## src/hdl/isr_map.vh

```
/*
  register offsets, field positions and reset values of the interrupt
  status readback block; assumes an apb slave with byte addresses.
*/
`ifndef ISR_MAP_VH
`define ISR_MAP_VH
`define ISR_OFS_LIVE1 8'h23
`define ISR_OFS_LTCH0 8'h24
`define ISR_OFS_LTCH1 8'h25
`define ISR_OFS_LTCH2 8'h26
`define ISR_OFS_MASK0 8'h20
`define ISR_OFS_MASK1 8'h21
`define ISR_OFS_LIVE0 8'h22
`define ISR_OFS_CFG 8'h30
`define ISR_LIVE1_USED 8'h8f
`define ISR_LTCH1_USED 8'h8f
`define ISR_LTCH2_RST 8'h02
`define ISR_MASK0_RST 8'hfc
`define ISR_MASK1_RST 8'hb1
`define ISR_CFG_RST 2'h1
`define ISR_MODE_LIVE 2'h0
`define ISR_MODE_LTCH 2'h1
`define ISR_MODE_ONCE 2'h2
`define ISR_MODE_REPEAT 2'h3
`define ISR_PULSE_NS 2000000
`define ISR_PERIOD_NS 4000000
`define ISR_CLK_NS 10
`endif

```

## src/hdl/isr_latch.v

```verilog
/*
  one latched status byte: sets on event, clears on read.
  assumes clr is a one-cycle pulse from the bus slave.
*/
`default_nettype none
module isr_latch #(
  parameter WIDTH = 8,
  parameter [7:0] RST_VAL = 8'h00,
  parameter [7:0] USED = 8'hff
) (
  input wire pclk,
  input wire presetn,
  input wire [WIDTH-1:0] evt,
  input wire clr,
  output wire [WIDTH-1:0] q
);
  reg [WIDTH-1:0] bits_ff;
  genvar i;
  generate
    for (i = 0; i < WIDTH; i = i + 1) begin : g_bit
      always @(posedge pclk or negedge presetn) begin
        if (!presetn) begin
          bits_ff[i] <= RST_VAL[i];
        end else if (!USED[i]) begin
          bits_ff[i] <= 1'b0;
        end else begin
          bits_ff[i] <= evt[i] | (bits_ff[i] & ~clr);
        end
      end
    end
  endgenerate
  assign q = bits_ff;
endmodule
`default_nettype wire

```

## src/hdl/isr_top.v

```verilog
/*
  interrupt status readback: live and latched status registers, masks,
  pin mode and the interrupt pin driver behind an apb slave.
  assumes event inputs are synchronous to pclk.
*/
// Decided for this implementation: the APB interface to the registers.
`include "isr_map.vh"
`default_nettype none
module isr_top #(
  parameter PULSE_CYC = `ISR_PULSE_NS / `ISR_CLK_NS,
  parameter PERIOD_CYC = `ISR_PERIOD_NS / `ISR_CLK_NS
) (
  input wire pclk,
  input wire presetn,
  input wire psel,
  input wire penable,
  input wire pwrite,
  input wire [31:0] paddr,
  input wire [31:0] pwdata,
  input wire [3:0] pstrb,
  output reg [31:0] prdata,
  output reg pready,
  output reg pslverr,
  input wire [7:0] live0_evt,
  input wire pdm_data_invalid,
  input wire overvoltage_lockout,
  input wire undervoltage_lockout,
  input wire brown_out,
  input wire pdm_clk_err,
  input wire [7:0] ltch2_evt,
  output reg irq_output_pin
);
  reg [7:0] live0_ff;
  reg [7:0] live1_ff;
  reg [7:0] mask0_ff;
  reg [7:0] mask1_ff;
  reg [1:0] irq_pin_mode_cfg_ff;
  reg [15:0] prev_live_ff;
  reg [21:0] cnt_ff;
  reg pulse_ff;
  wire [2:0] rd_clr;
  wire [7:0] ltch0_q;
  wire [7:0] ltch1_q;
  wire [7:0] ltch2_q;
  wire [7:0] nxt_live1;
  wire [7:0] word_ofs;
  wire in_range;
  wire acc_rd;
  wire acc_wr;
  reg [7:0] rd_byte;
  reg rd_err;
  wire [7:0] act0;
  wire [7:0] act1;
  wire [7:0] act2;
  wire any_live;
  wire any_ltch;
  wire live_rise;
  reg nxt_pin;

  // live snapshot of second group
  assign nxt_live1 = {pdm_data_invalid, 3'b000,
                      overvoltage_lockout, undervoltage_lockout,
                      brown_out, pdm_clk_err};

  always @(posedge pclk or negedge presetn) begin
    if (!presetn) begin
      live0_ff <= 8'h00;
      live1_ff <= 8'h00;
    end else begin
      live0_ff <= live0_evt;
      live1_ff <= nxt_live1;
    end
  end

  assign word_ofs = paddr[9:2];
  assign in_range = (paddr[31:10] == 22'h000000) && (paddr[1:0] == 2'b00);
  assign acc_rd = psel && penable && !pwrite;
  assign acc_wr = psel && penable && pwrite;

  // clear at the edge that captures read data, so no later event is lost
  assign rd_clr[0] = acc_rd && !pready && in_range && word_ofs == `ISR_OFS_LTCH0;
  assign rd_clr[1] = acc_rd && !pready && in_range && word_ofs == `ISR_OFS_LTCH1;
  assign rd_clr[2] = acc_rd && !pready && in_range && word_ofs == `ISR_OFS_LTCH2;

  // events come from the live snapshot for groups 0 and 1
  isr_latch #(.WIDTH(8), .RST_VAL(8'h00), .USED(8'hff)) u_ltch0 (
    .pclk(pclk),
    .presetn(presetn),
    .evt(live0_ff),
    .clr(rd_clr[0]),
    .q(ltch0_q)
  );
  isr_latch #(.WIDTH(8), .RST_VAL(8'h00), .USED(`ISR_LTCH1_USED)) u_ltch1 (
    .pclk(pclk),
    .presetn(presetn),
    .evt(live1_ff),
    .clr(rd_clr[1]),
    .q(ltch1_q)
  );
  isr_latch #(.WIDTH(8), .RST_VAL(`ISR_LTCH2_RST), .USED(8'hff)) u_ltch2 (
    .pclk(pclk),
    .presetn(presetn),
    .evt(ltch2_evt),
    .clr(rd_clr[2]),
    .q(ltch2_q)
  );

  // read mux
  always @* begin
    rd_byte = 8'h00;
    rd_err = 1'b0;
    if (!in_range) begin
      rd_err = 1'b1;
    end else begin
      case (word_ofs)
        `ISR_OFS_MASK0: rd_byte = mask0_ff;
        `ISR_OFS_MASK1: rd_byte = mask1_ff;
        `ISR_OFS_LIVE0: rd_byte = live0_ff;
        `ISR_OFS_LIVE1: rd_byte = live1_ff & `ISR_LIVE1_USED;
        `ISR_OFS_LTCH0: rd_byte = ltch0_q;
        `ISR_OFS_LTCH1: rd_byte = ltch1_q & `ISR_LTCH1_USED;
        `ISR_OFS_LTCH2: rd_byte = ltch2_q;
        `ISR_OFS_CFG: rd_byte = {6'b000000, irq_pin_mode_cfg_ff};
        default: rd_err = 1'b1;
      endcase
    end
  end

  // apb slave, one wait state
  always @(posedge pclk or negedge presetn) begin
    if (!presetn) begin
      pready <= 1'b0;
      pslverr <= 1'b0;
      prdata <= 32'h00000000;
      mask0_ff <= `ISR_MASK0_RST;
      mask1_ff <= `ISR_MASK1_RST;
      irq_pin_mode_cfg_ff <= `ISR_CFG_RST;
    end else begin
      pready <= psel && penable && !pready;
      pslverr <= 1'b0;
      if (psel && penable && !pready) begin
        if (pwrite) begin
          pslverr <= !in_range || !(word_ofs == `ISR_OFS_MASK0 || word_ofs == `ISR_OFS_MASK1 ||
                     word_ofs == `ISR_OFS_CFG);
        end else begin
          prdata <= {24'h000000, rd_byte};
          pslverr <= rd_err;
        end
      end
      if (acc_wr && pready && in_range && pstrb[0]) begin
        if (word_ofs == `ISR_OFS_MASK0) begin
          mask0_ff <= pwdata[7:0];
        end
        if (word_ofs == `ISR_OFS_MASK1) begin
          mask1_ff <= pwdata[7:0];
        end
        if (word_ofs == `ISR_OFS_CFG) begin
          irq_pin_mode_cfg_ff <= pwdata[1:0];
        end
      end
    end
  end

  // unmasked sources
  assign act0 = live0_ff & ~mask0_ff;
  assign act1 = live1_ff & ~mask1_ff & `ISR_LIVE1_USED;
  assign any_live = |act0 || |act1;
  assign any_ltch = |(ltch0_q & ~mask0_ff) || |(ltch1_q & ~mask1_ff & `ISR_LTCH1_USED) || |ltch2_q;
  // rising unmasked live bit, each group against its own history
  assign live_rise = |(live0_ff & ~prev_live_ff[7:0] & ~mask0_ff) ||
                     |(live1_ff & ~prev_live_ff[15:8] & ~mask1_ff & `ISR_LIVE1_USED);

  always @(posedge pclk or negedge presetn) begin
    if (!presetn) begin
      prev_live_ff <= 16'h0000;
      cnt_ff <= 22'h000000;
      pulse_ff <= 1'b0;
    end else begin
      prev_live_ff <= {live1_ff & `ISR_LIVE1_USED, live0_ff};
      case (irq_pin_mode_cfg_ff)
        `ISR_MODE_ONCE: begin
          if (live_rise && !pulse_ff) begin
            pulse_ff <= 1'b1;
            cnt_ff <= 22'h000000;
          end else if (pulse_ff) begin
            if (cnt_ff == PULSE_CYC - 1) begin
              pulse_ff <= 1'b0;
            end
            cnt_ff <= cnt_ff + 22'h000001;
          end
        end
        `ISR_MODE_REPEAT: begin
          if (any_ltch || cnt_ff != 22'h000000) begin
            cnt_ff <= (cnt_ff == PERIOD_CYC - 1) ? 22'h000000 : cnt_ff + 22'h000001;
          end
          pulse_ff <= (cnt_ff < PULSE_CYC) && (any_ltch || cnt_ff != 22'h000000);
        end
        default: begin
          cnt_ff <= 22'h000000;
          pulse_ff <= 1'b0;
        end
      endcase
    end
  end

  always @* begin
    case (irq_pin_mode_cfg_ff)
      `ISR_MODE_LIVE: nxt_pin = any_live;
      `ISR_MODE_LTCH: nxt_pin = any_ltch;
      default: nxt_pin = pulse_ff;
    endcase
  end

  always @(posedge pclk or negedge presetn) begin
    if (!presetn) begin
      irq_output_pin <= 1'b0;
    end else begin
      irq_output_pin <= nxt_pin;
    end
  end
endmodule
`default_nettype wire

```

## config.mk

```make
export PLATFORM = sky130hd
export DESIGN_NAME = isr_top
export DESIGN_NICKNAME = d
export VERILOG_FILES = /design/src/hdl/isr_latch.v /design/src/hdl/isr_top.v
export VERILOG_INCLUDE_DIRS = /design/src /design/src/hdl
export SDC_FILE = /design/constraint.sdc
export NUM_CORES = 1
export LEC_CHECK = 0
export BUFFER_PORTS_ARGS = -buffer_cell sky130_fd_sc_hd__buf_2
export CAP_MARGIN = 20
export CORE_MARGIN = 5
export CORE_UTILIZATION = 45
export CTS_BUF_LIST = sky130_fd_sc_hd__clkbuf_4
export DETAILED_ROUTE_END_ITERATION = 10
export PLACE_DENSITY_LB_ADDON = 0.2
export SLEW_MARGIN = 20
export SYNTH_ARGS = -nofsm -noshare
export SYNTH_HDL_FRONTEND = slang
export SYNTH_SLANG_ARGS = --single-unit
```

## constraint.sdc

```tcl
create_clock -name pclk -period 4.1 [get_ports pclk]
set_input_delay 0.82 -clock pclk [delete_from_list [all_inputs] [get_ports pclk]]
set_output_delay 0.82 -clock pclk [all_outputs]
set_load 0.03 [all_outputs]
```

==> results.tsv, run 1 <==
metric	value	unit
core area	10800	sq um
top-count cell post-synth	dfrtp_1	
total power	0.00180	W
DR WL/cell	16.9	um
number of global-route vias before repair	3786	
Routability Congestion	0.948	
register share of total power	55.7	%
Post-Syn Instances	470	
Worst IR Drop VDD	0.000203	V
sequential share of the synthesized area	50.1	%
maximum fanout along the worst path	13	
Worst R2R Start	mask0_ff[3]	
global-route track usage on met3	3.11	%
Slew Viols, Final	0	
Max Freq	362	MHz
post-synth top area cell	dfrtp_1	
Gate power share	7.4	%
DR vias/cell	5.53	
DRC	0	
Netlist Area Pre-Place	4970	sq um
global-route wire length before repair	19300	um
post-synth cell types	61	
TritonCTS clock tree	yes	
global routing met1 resource utilization	26.9	%
initial antenna violation count	0	
die width	115	um
Net Sw Power	0.000446	W
FF+latch count, synth	99	
initial core utilization	45.9	%
height of the die	115	um
io pins	129	
deepest level of the CTS H-tree	3	
Hold Path Depth	1	
MaxCap Viol Count	0	
fin nets	646	
Reg2Reg Capture Point	cnt_ff[16]	
Synth Flop Type	dfrtp_1	
Sw Share	24.7	%
GRT Util Overall	18.7	%
worst hold endpoint	live0_ff[3]	
GRT Max-Usage Layer	met2	
post-CTS repair timing setup buffer count	0	
Worst slew margin	39.5	%
total wire length	11700	um
CP endpoint kind	register	
DP HPWL	8960	um
Setup Crit Path Kind	register to register	
top post-synthesis cells by area	dfrtp_1 44%, dfstp_2 6.3%, mux2_2 4.8%	
Least-Margin Pin Slew	0.908	ns
Post-synth top cells	87 x dfrtp_1, 46 x nand2_1, 25 x buf_4	
CTS Buf Count	9	
Worst R2R Path Depth	9	
reg2reg setup slack	1.34	ns
Final Core Density	51.9	%
yosys warns	0	
PostCTS Resize Cnt	0	
via count	3843	
crit path time final	2.76	ns
Pint	0.00136	W
clk buf depth	2	
clock sinks	99	
fin crit share	67.3	%
Fin. Hold Viols	0	
Max Clock Skew	0.0203	ns
clock power share	37.0	%
root buf cell	clkbuf_4	
die footprint	13300	sq um
clock latency on the worst-skew pair	0.47	ns
power per cell area	320	nW/um^2
P&R area growth vs syn	13.2	%
# setup viols final	0	
Hold WC Path Type	input pin to register	
total placed cells including tap cells	679	
total grt overflow	0	
top cell type's share of synthesized area	43.8	%
initial DRC count	248	
post-cts hold buffer count	0	
post-route ant nets	0	
Min-Delay Startpoint	live0_evt[3]	
critical path launch point type	register	
share of cells above drive strength 1	26.5	%
setup TNS	0	ns
First-pass DRT Iterations	5	
final non-filler cell total	695	
# rows	38	
Syn Area/Cell	10.6	sq um
ys async rst share	100	%
Reg clk slew, reported paths	0.16	ns
largest net degree at the start of global routing	75	
Worst Path Required	4.44	ns
global-route met2 utilization	28.4	%
n_diodes	0	
CP arrival	3.10	ns
PortBufs	77	
Post-synth EDFFs	0	
RSZ-0062 raised after global routing	no	
LEAKAGE	2.40	nW
status	complete, no violations	
cell usage in the layout (no fill, tap or decap), drive strengths merged, types with 6 or more instances in the layout:
cell	count
clkbuf	9
dfrtp	87
a21o	19
a21oi	7
nor3b	14
nor3	18
nand2b	11
nor2b	6
nand4	6
dfstp	12
xnor2	11
nor2	19
conb	24
buf	84
inv	22
nor4	18
nand3	14
nand2	46
and3	10
a22oi	8
mux2i	9
o31ai	6
mux2	21
o21ai	21
sequential cells by signal, summed over array words and instances (netlist names):
register,cells
u_ltch0.q,8
u_ltch2.q,8
pulse_ff,1
prdata,8
irq_pin_mode_cfg_ff,2
irq_output_pin,1
live0_ff,8
u_ltch1.q,5
cnt_ff,22
live1_ff,5
prev_live_ff,13
mask0_ff,8
pslverr,1
mask1_ff,8
pready,1
area by class of cell:
type	count	area, sq um
fill	984	5210
clock buffer	9	67.6
clock inverter	7	130
tap	140	175
inverter	19	71.3
multi-input combinational	337	2250
timing repair buffer	84	440
sequential	99	2490
critical path, stage by stage (launching register included):
cell	delay, ns
dfstp_2	0.61
nor3b_1	0.06
a2111oi_0	0.43
nand4_1	0.30
nor4_2	0.20
buf_4	0.22
or2_1	0.38
buf_4	0.22
nor4_1	0.06
mux2i_1	0.13
worst max path at each step:
stage,slack (ns),startpoint,to
finish,1.34,mask0_ff[3],cnt_ff[16]
global route,1.08,mask0_ff[3],cnt_ff[17]
CTS,1.29,mask0_ff[3],cnt_ff[16]
detailed placement,1.18,paddr[29],mask1_ff[3]
global placement,1.24,paddr[5],u_ltch2.q[4]
floorplan,1.62,paddr[5],u_ltch2.q[0]
kinds of logic (layout without fill, tap and decap cells):
logic type | after synthesis | in the layout | share of synthesized area [%]
AOI/OAI and AO/OA | 84 | 84 | 11.7
muxes | 35 | 35 | 8.83
other | 1 | 24 | 0.0754
and+or+nand+nor | 181 | 181 | 20.5
DFF | 99 | 99 | 50.1
buffers and inverters | 57 | 119 | 6.32
adders and majority gates | 2 | 2 | 0.503
xor gates and xnor gates | 11 | 11 | 1.94
routing by layer:
metal	wire length [um]	share of wire (%)	vias up
met4	169	1.4	0
met3	833	7.1	14
met2	5180	44	143
met1	5550	47	1866
li1	-	-	1820
met5	0	0	-
power by group through the flow:
stage	Clock (W)	Sequential (W)	Combinational [W]
2_1_floorplan	0	0.00102	0.0000828
3_3_place_gp	0	0.00102	0.000132
3_5_place_dp	0	0.00102	0.000134
4_1_cts	0.000684	0.00100	0.000134
5_1_grt	0.000730	0.00101	0.000147
6_report	0.000667	0.00100	0.000133
metrics by stage:
stage	worst slack [ns]	hold WS (ns)	area, sq um
floorplan	1.62	0.382	5060
global placement	1.24	0.427	5430
detailed placement	1.18	0.435	5430
CTS	1.29	0.429	5630
global route	1.08	0.406	5630
finish	1.34	0.447	5630
Power figures use the tool's default switching activity.
==> run 2: changes to the inputs <==
- clock period: 4.1 -> 2.6 ns (I/O delays scaled with it)
==> results.tsv, run 2 (synthesized netlist as in run 1, its figures left out) <==
metric	value	unit	change
Slew Viols, Final	0		unchanged
Crit path largest cell delay	0.46	ns	-0.15 ns
post-cts hold buffer count	0		unchanged
multi-input logic area	2250	sq um	unchanged
CP endpoint kind	register		
clock latency on the worst-skew pair	0.46	ns	about the same
fin crit share	94.8	%	+27 points
Least-Margin Pin Slew	0.579	ns	-0.329 ns
post-route ant nets	0		unchanged
clock sinks	99		unchanged
die width	115	um	unchanged
Hold WC Path Type	input pin to asynchronous set/reset pin		
via count	3843		unchanged
DP HPWL	9310	um	+3.9%
DR WL/cell	16.8	um	-0.24%
maximum fanout along the worst path	9		-4
DR vias/cell	5.41		-2.1%
root buf cell	clkbuf_4		
power per cell area	468	nW/um^2	+46%
fin nets	661		+2.3%
number of global-route vias before repair	3918		+3.5%
buffers plus inverters on the worst setup path	2		unchanged
slowest cell on the critical path	a2111oi_0		
cell with the most instances on the worst path	buf_4		
Hold WS	0.0301	ns	-0.417 ns
LEAKAGE	2.46	nW	+2.6%
clock power share	32.8	%	-4.2 points
total wire length	12000	um	+1.9%
largest net degree at the start of global routing	55		-27%
MaxCap Viol Count	0		unchanged
TritonCTS clock tree	yes		
Sw Share	26.7	%	+2.0 points
DRC	0		unchanged
Net Sw Power	0.000716	W	+60%
CP top delay family	simple AND/OR/NAND/NOR gates		
Worst IR Drop VDD	0.000274	V	+35%
commonest cells after routing, fill and taps aside	87 x dfrtp_1, 76 x buf_2, 46 x nand2_1		
initial DRC count	255		+2.8%
Gate power share	8.2	%	+0.8 points
PortBufs	77		unchanged
Reg clk slew, reported paths	0.16	ns	about the same
initial core utilization	45.9	%	unchanged
PostCTS Resize Cnt	0		unchanged
crit path time final	2.47	ns	-0.296 ns
register share of total power	59.0	%	+3.3 points
commonest non-fill, non-tap cell in the layout	dfrtp_1		
io pins	129		unchanged
P&R area growth vs syn	15.0	%	
number of flip-flops in the largest register	22		unchanged
GRT Util Overall	19.0	%	+0.35 points
Routability Congestion	0.915		-3.5%
height of the die	115	um	unchanged
RSZ-0062 raised after global routing	no		
Max Clock Skew	0.0210	ns	+0.000750 ns
Worst Path Required	2.95	ns	-1.49 ns
Final Core Density	52.8	%	+0.83 points
n_diodes	0		unchanged
# setup viols final	0		unchanged
total grt overflow	0		unchanged
CP arrival	2.81	ns	-0.29 ns
share of cells above drive strength 1	28.4	%	+1.9 points
# rows	38		unchanged
clk buf depth	2		unchanged
global-route wire length before repair	19700	um	+2.1%
deepest level of the CTS H-tree	3		unchanged
die footprint	13300	sq um	unchanged
status	complete, no violations		
core area	10800	sq um	unchanged
Largest regs	cnt_ff x22, prev_live_ff x13		
Fin. Hold Viols	0		unchanged
Worst slew margin	61.4	%	+22 points
Max Freq	406	MHz	+12%
CTS Buf Count	9		unchanged
Setup Crit Path Kind	register to register		
initial antenna violation count	0		unchanged
reg2reg setup slack	0.13	ns	-1.20 ns
# fillers	1005		+2.1%
worst path cell trace	nor3b_1, a2111oi_0, nand4_1, buf_4, nor4_2, or2_1, buf_4, nor4_1, mux2i_1		
Largest Register	cnt_ff		
post-CTS repair timing setup buffer count	0		unchanged
Pint	0.00196	W	+45%
First-pass DRT Iterations	4		-1
critical path launch point type	register		
sequential cell area	2490	sq um	unchanged
## run 2: cell count changes in the layout (fill, tap and decap cells not counted), sizes merged
cell | previous run | this run
buf | 84 | 99
bufinv | 3 | 1
inv | 22 | 21
clkinv | 1 | 4
## run 2: worst paths after layout
kind / end / start / depth (start not counted)
setup / recovery: cnt_ff[16] / live0_ff[3] / 9
hold reg to reg: prev_live_ff[7] / live0_ff[7] / 0
hold / removal: live0_ff[7] / presetn / 1
setup reg to reg: cnt_ff[16] / live0_ff[3] / 9
max in group asynchronous: u_ltch2.q[1] / presetn / 2
min in group pclk: live1_ff[2] / undervoltage_lockout / 1
## run 2: worst reg2reg max path, delay by kind of cell (launching register included)
kind | cells | cell delay, ns
simple gates | 5 | 0.93
compound gates | 1 | 0.46
flops | 1 | 0.45
buf+inv | 2 | 0.41
mux | 1 | 0.11
## run 2: power groups by stage
| stage | logic [W] | clock network (W) | registers [W] |
|---|---|---|---|
| after floorplan | 0.000131 | 0 | 0.00161 |
| after global placement | 0.000219 | 0 | 0.00161 |
| after detailed placement | 0.000221 | 0 | 0.00161 |
| after CTS | 0.000222 | 0.000913 | 0.00158 |
| after global routing | 0.000244 | 0.000971 | 0.00158 |
| final | 0.000220 | 0.000877 | 0.00158 |
## run 2: per-stage QoR
step	setup WS [ns]	instance area, sq um	total power [W]	std cells	TNS, ns
floorplan	0.423	5060	0.00174	493	0
global placement	0.0334	5550	0.00183	693	0
detailed placement	-0.0323	5550	0.00183	693	-0.154
CTS	0.0818	5710	0.00271	709	0
global route	0.0159	5720	0.00280	710	0
finish	0.134	5720	0.00268	710	0
## run 2: layer usage
metal	GRT usage [%]	up-vias	part of all wire [%]
met5	0	-	0
met3	3.32	14	7.5
li1	-	1847	-
met4	5.01	0	1.2
met2	29.0	144	44
met1	28.2	1838	47
## run 2: cell type report
cell class                      instances  share of cell area (%)
Clock inverter                          7                    1.66
Timing Repair Buffer                   99                    9.89
Tap cell                              140                    3.06
Multi-Input combinational cell        337                    39.4
Clock buffer                            9                    1.18
Sequential cell                        99                    43.6
Inverter                               19                    1.25
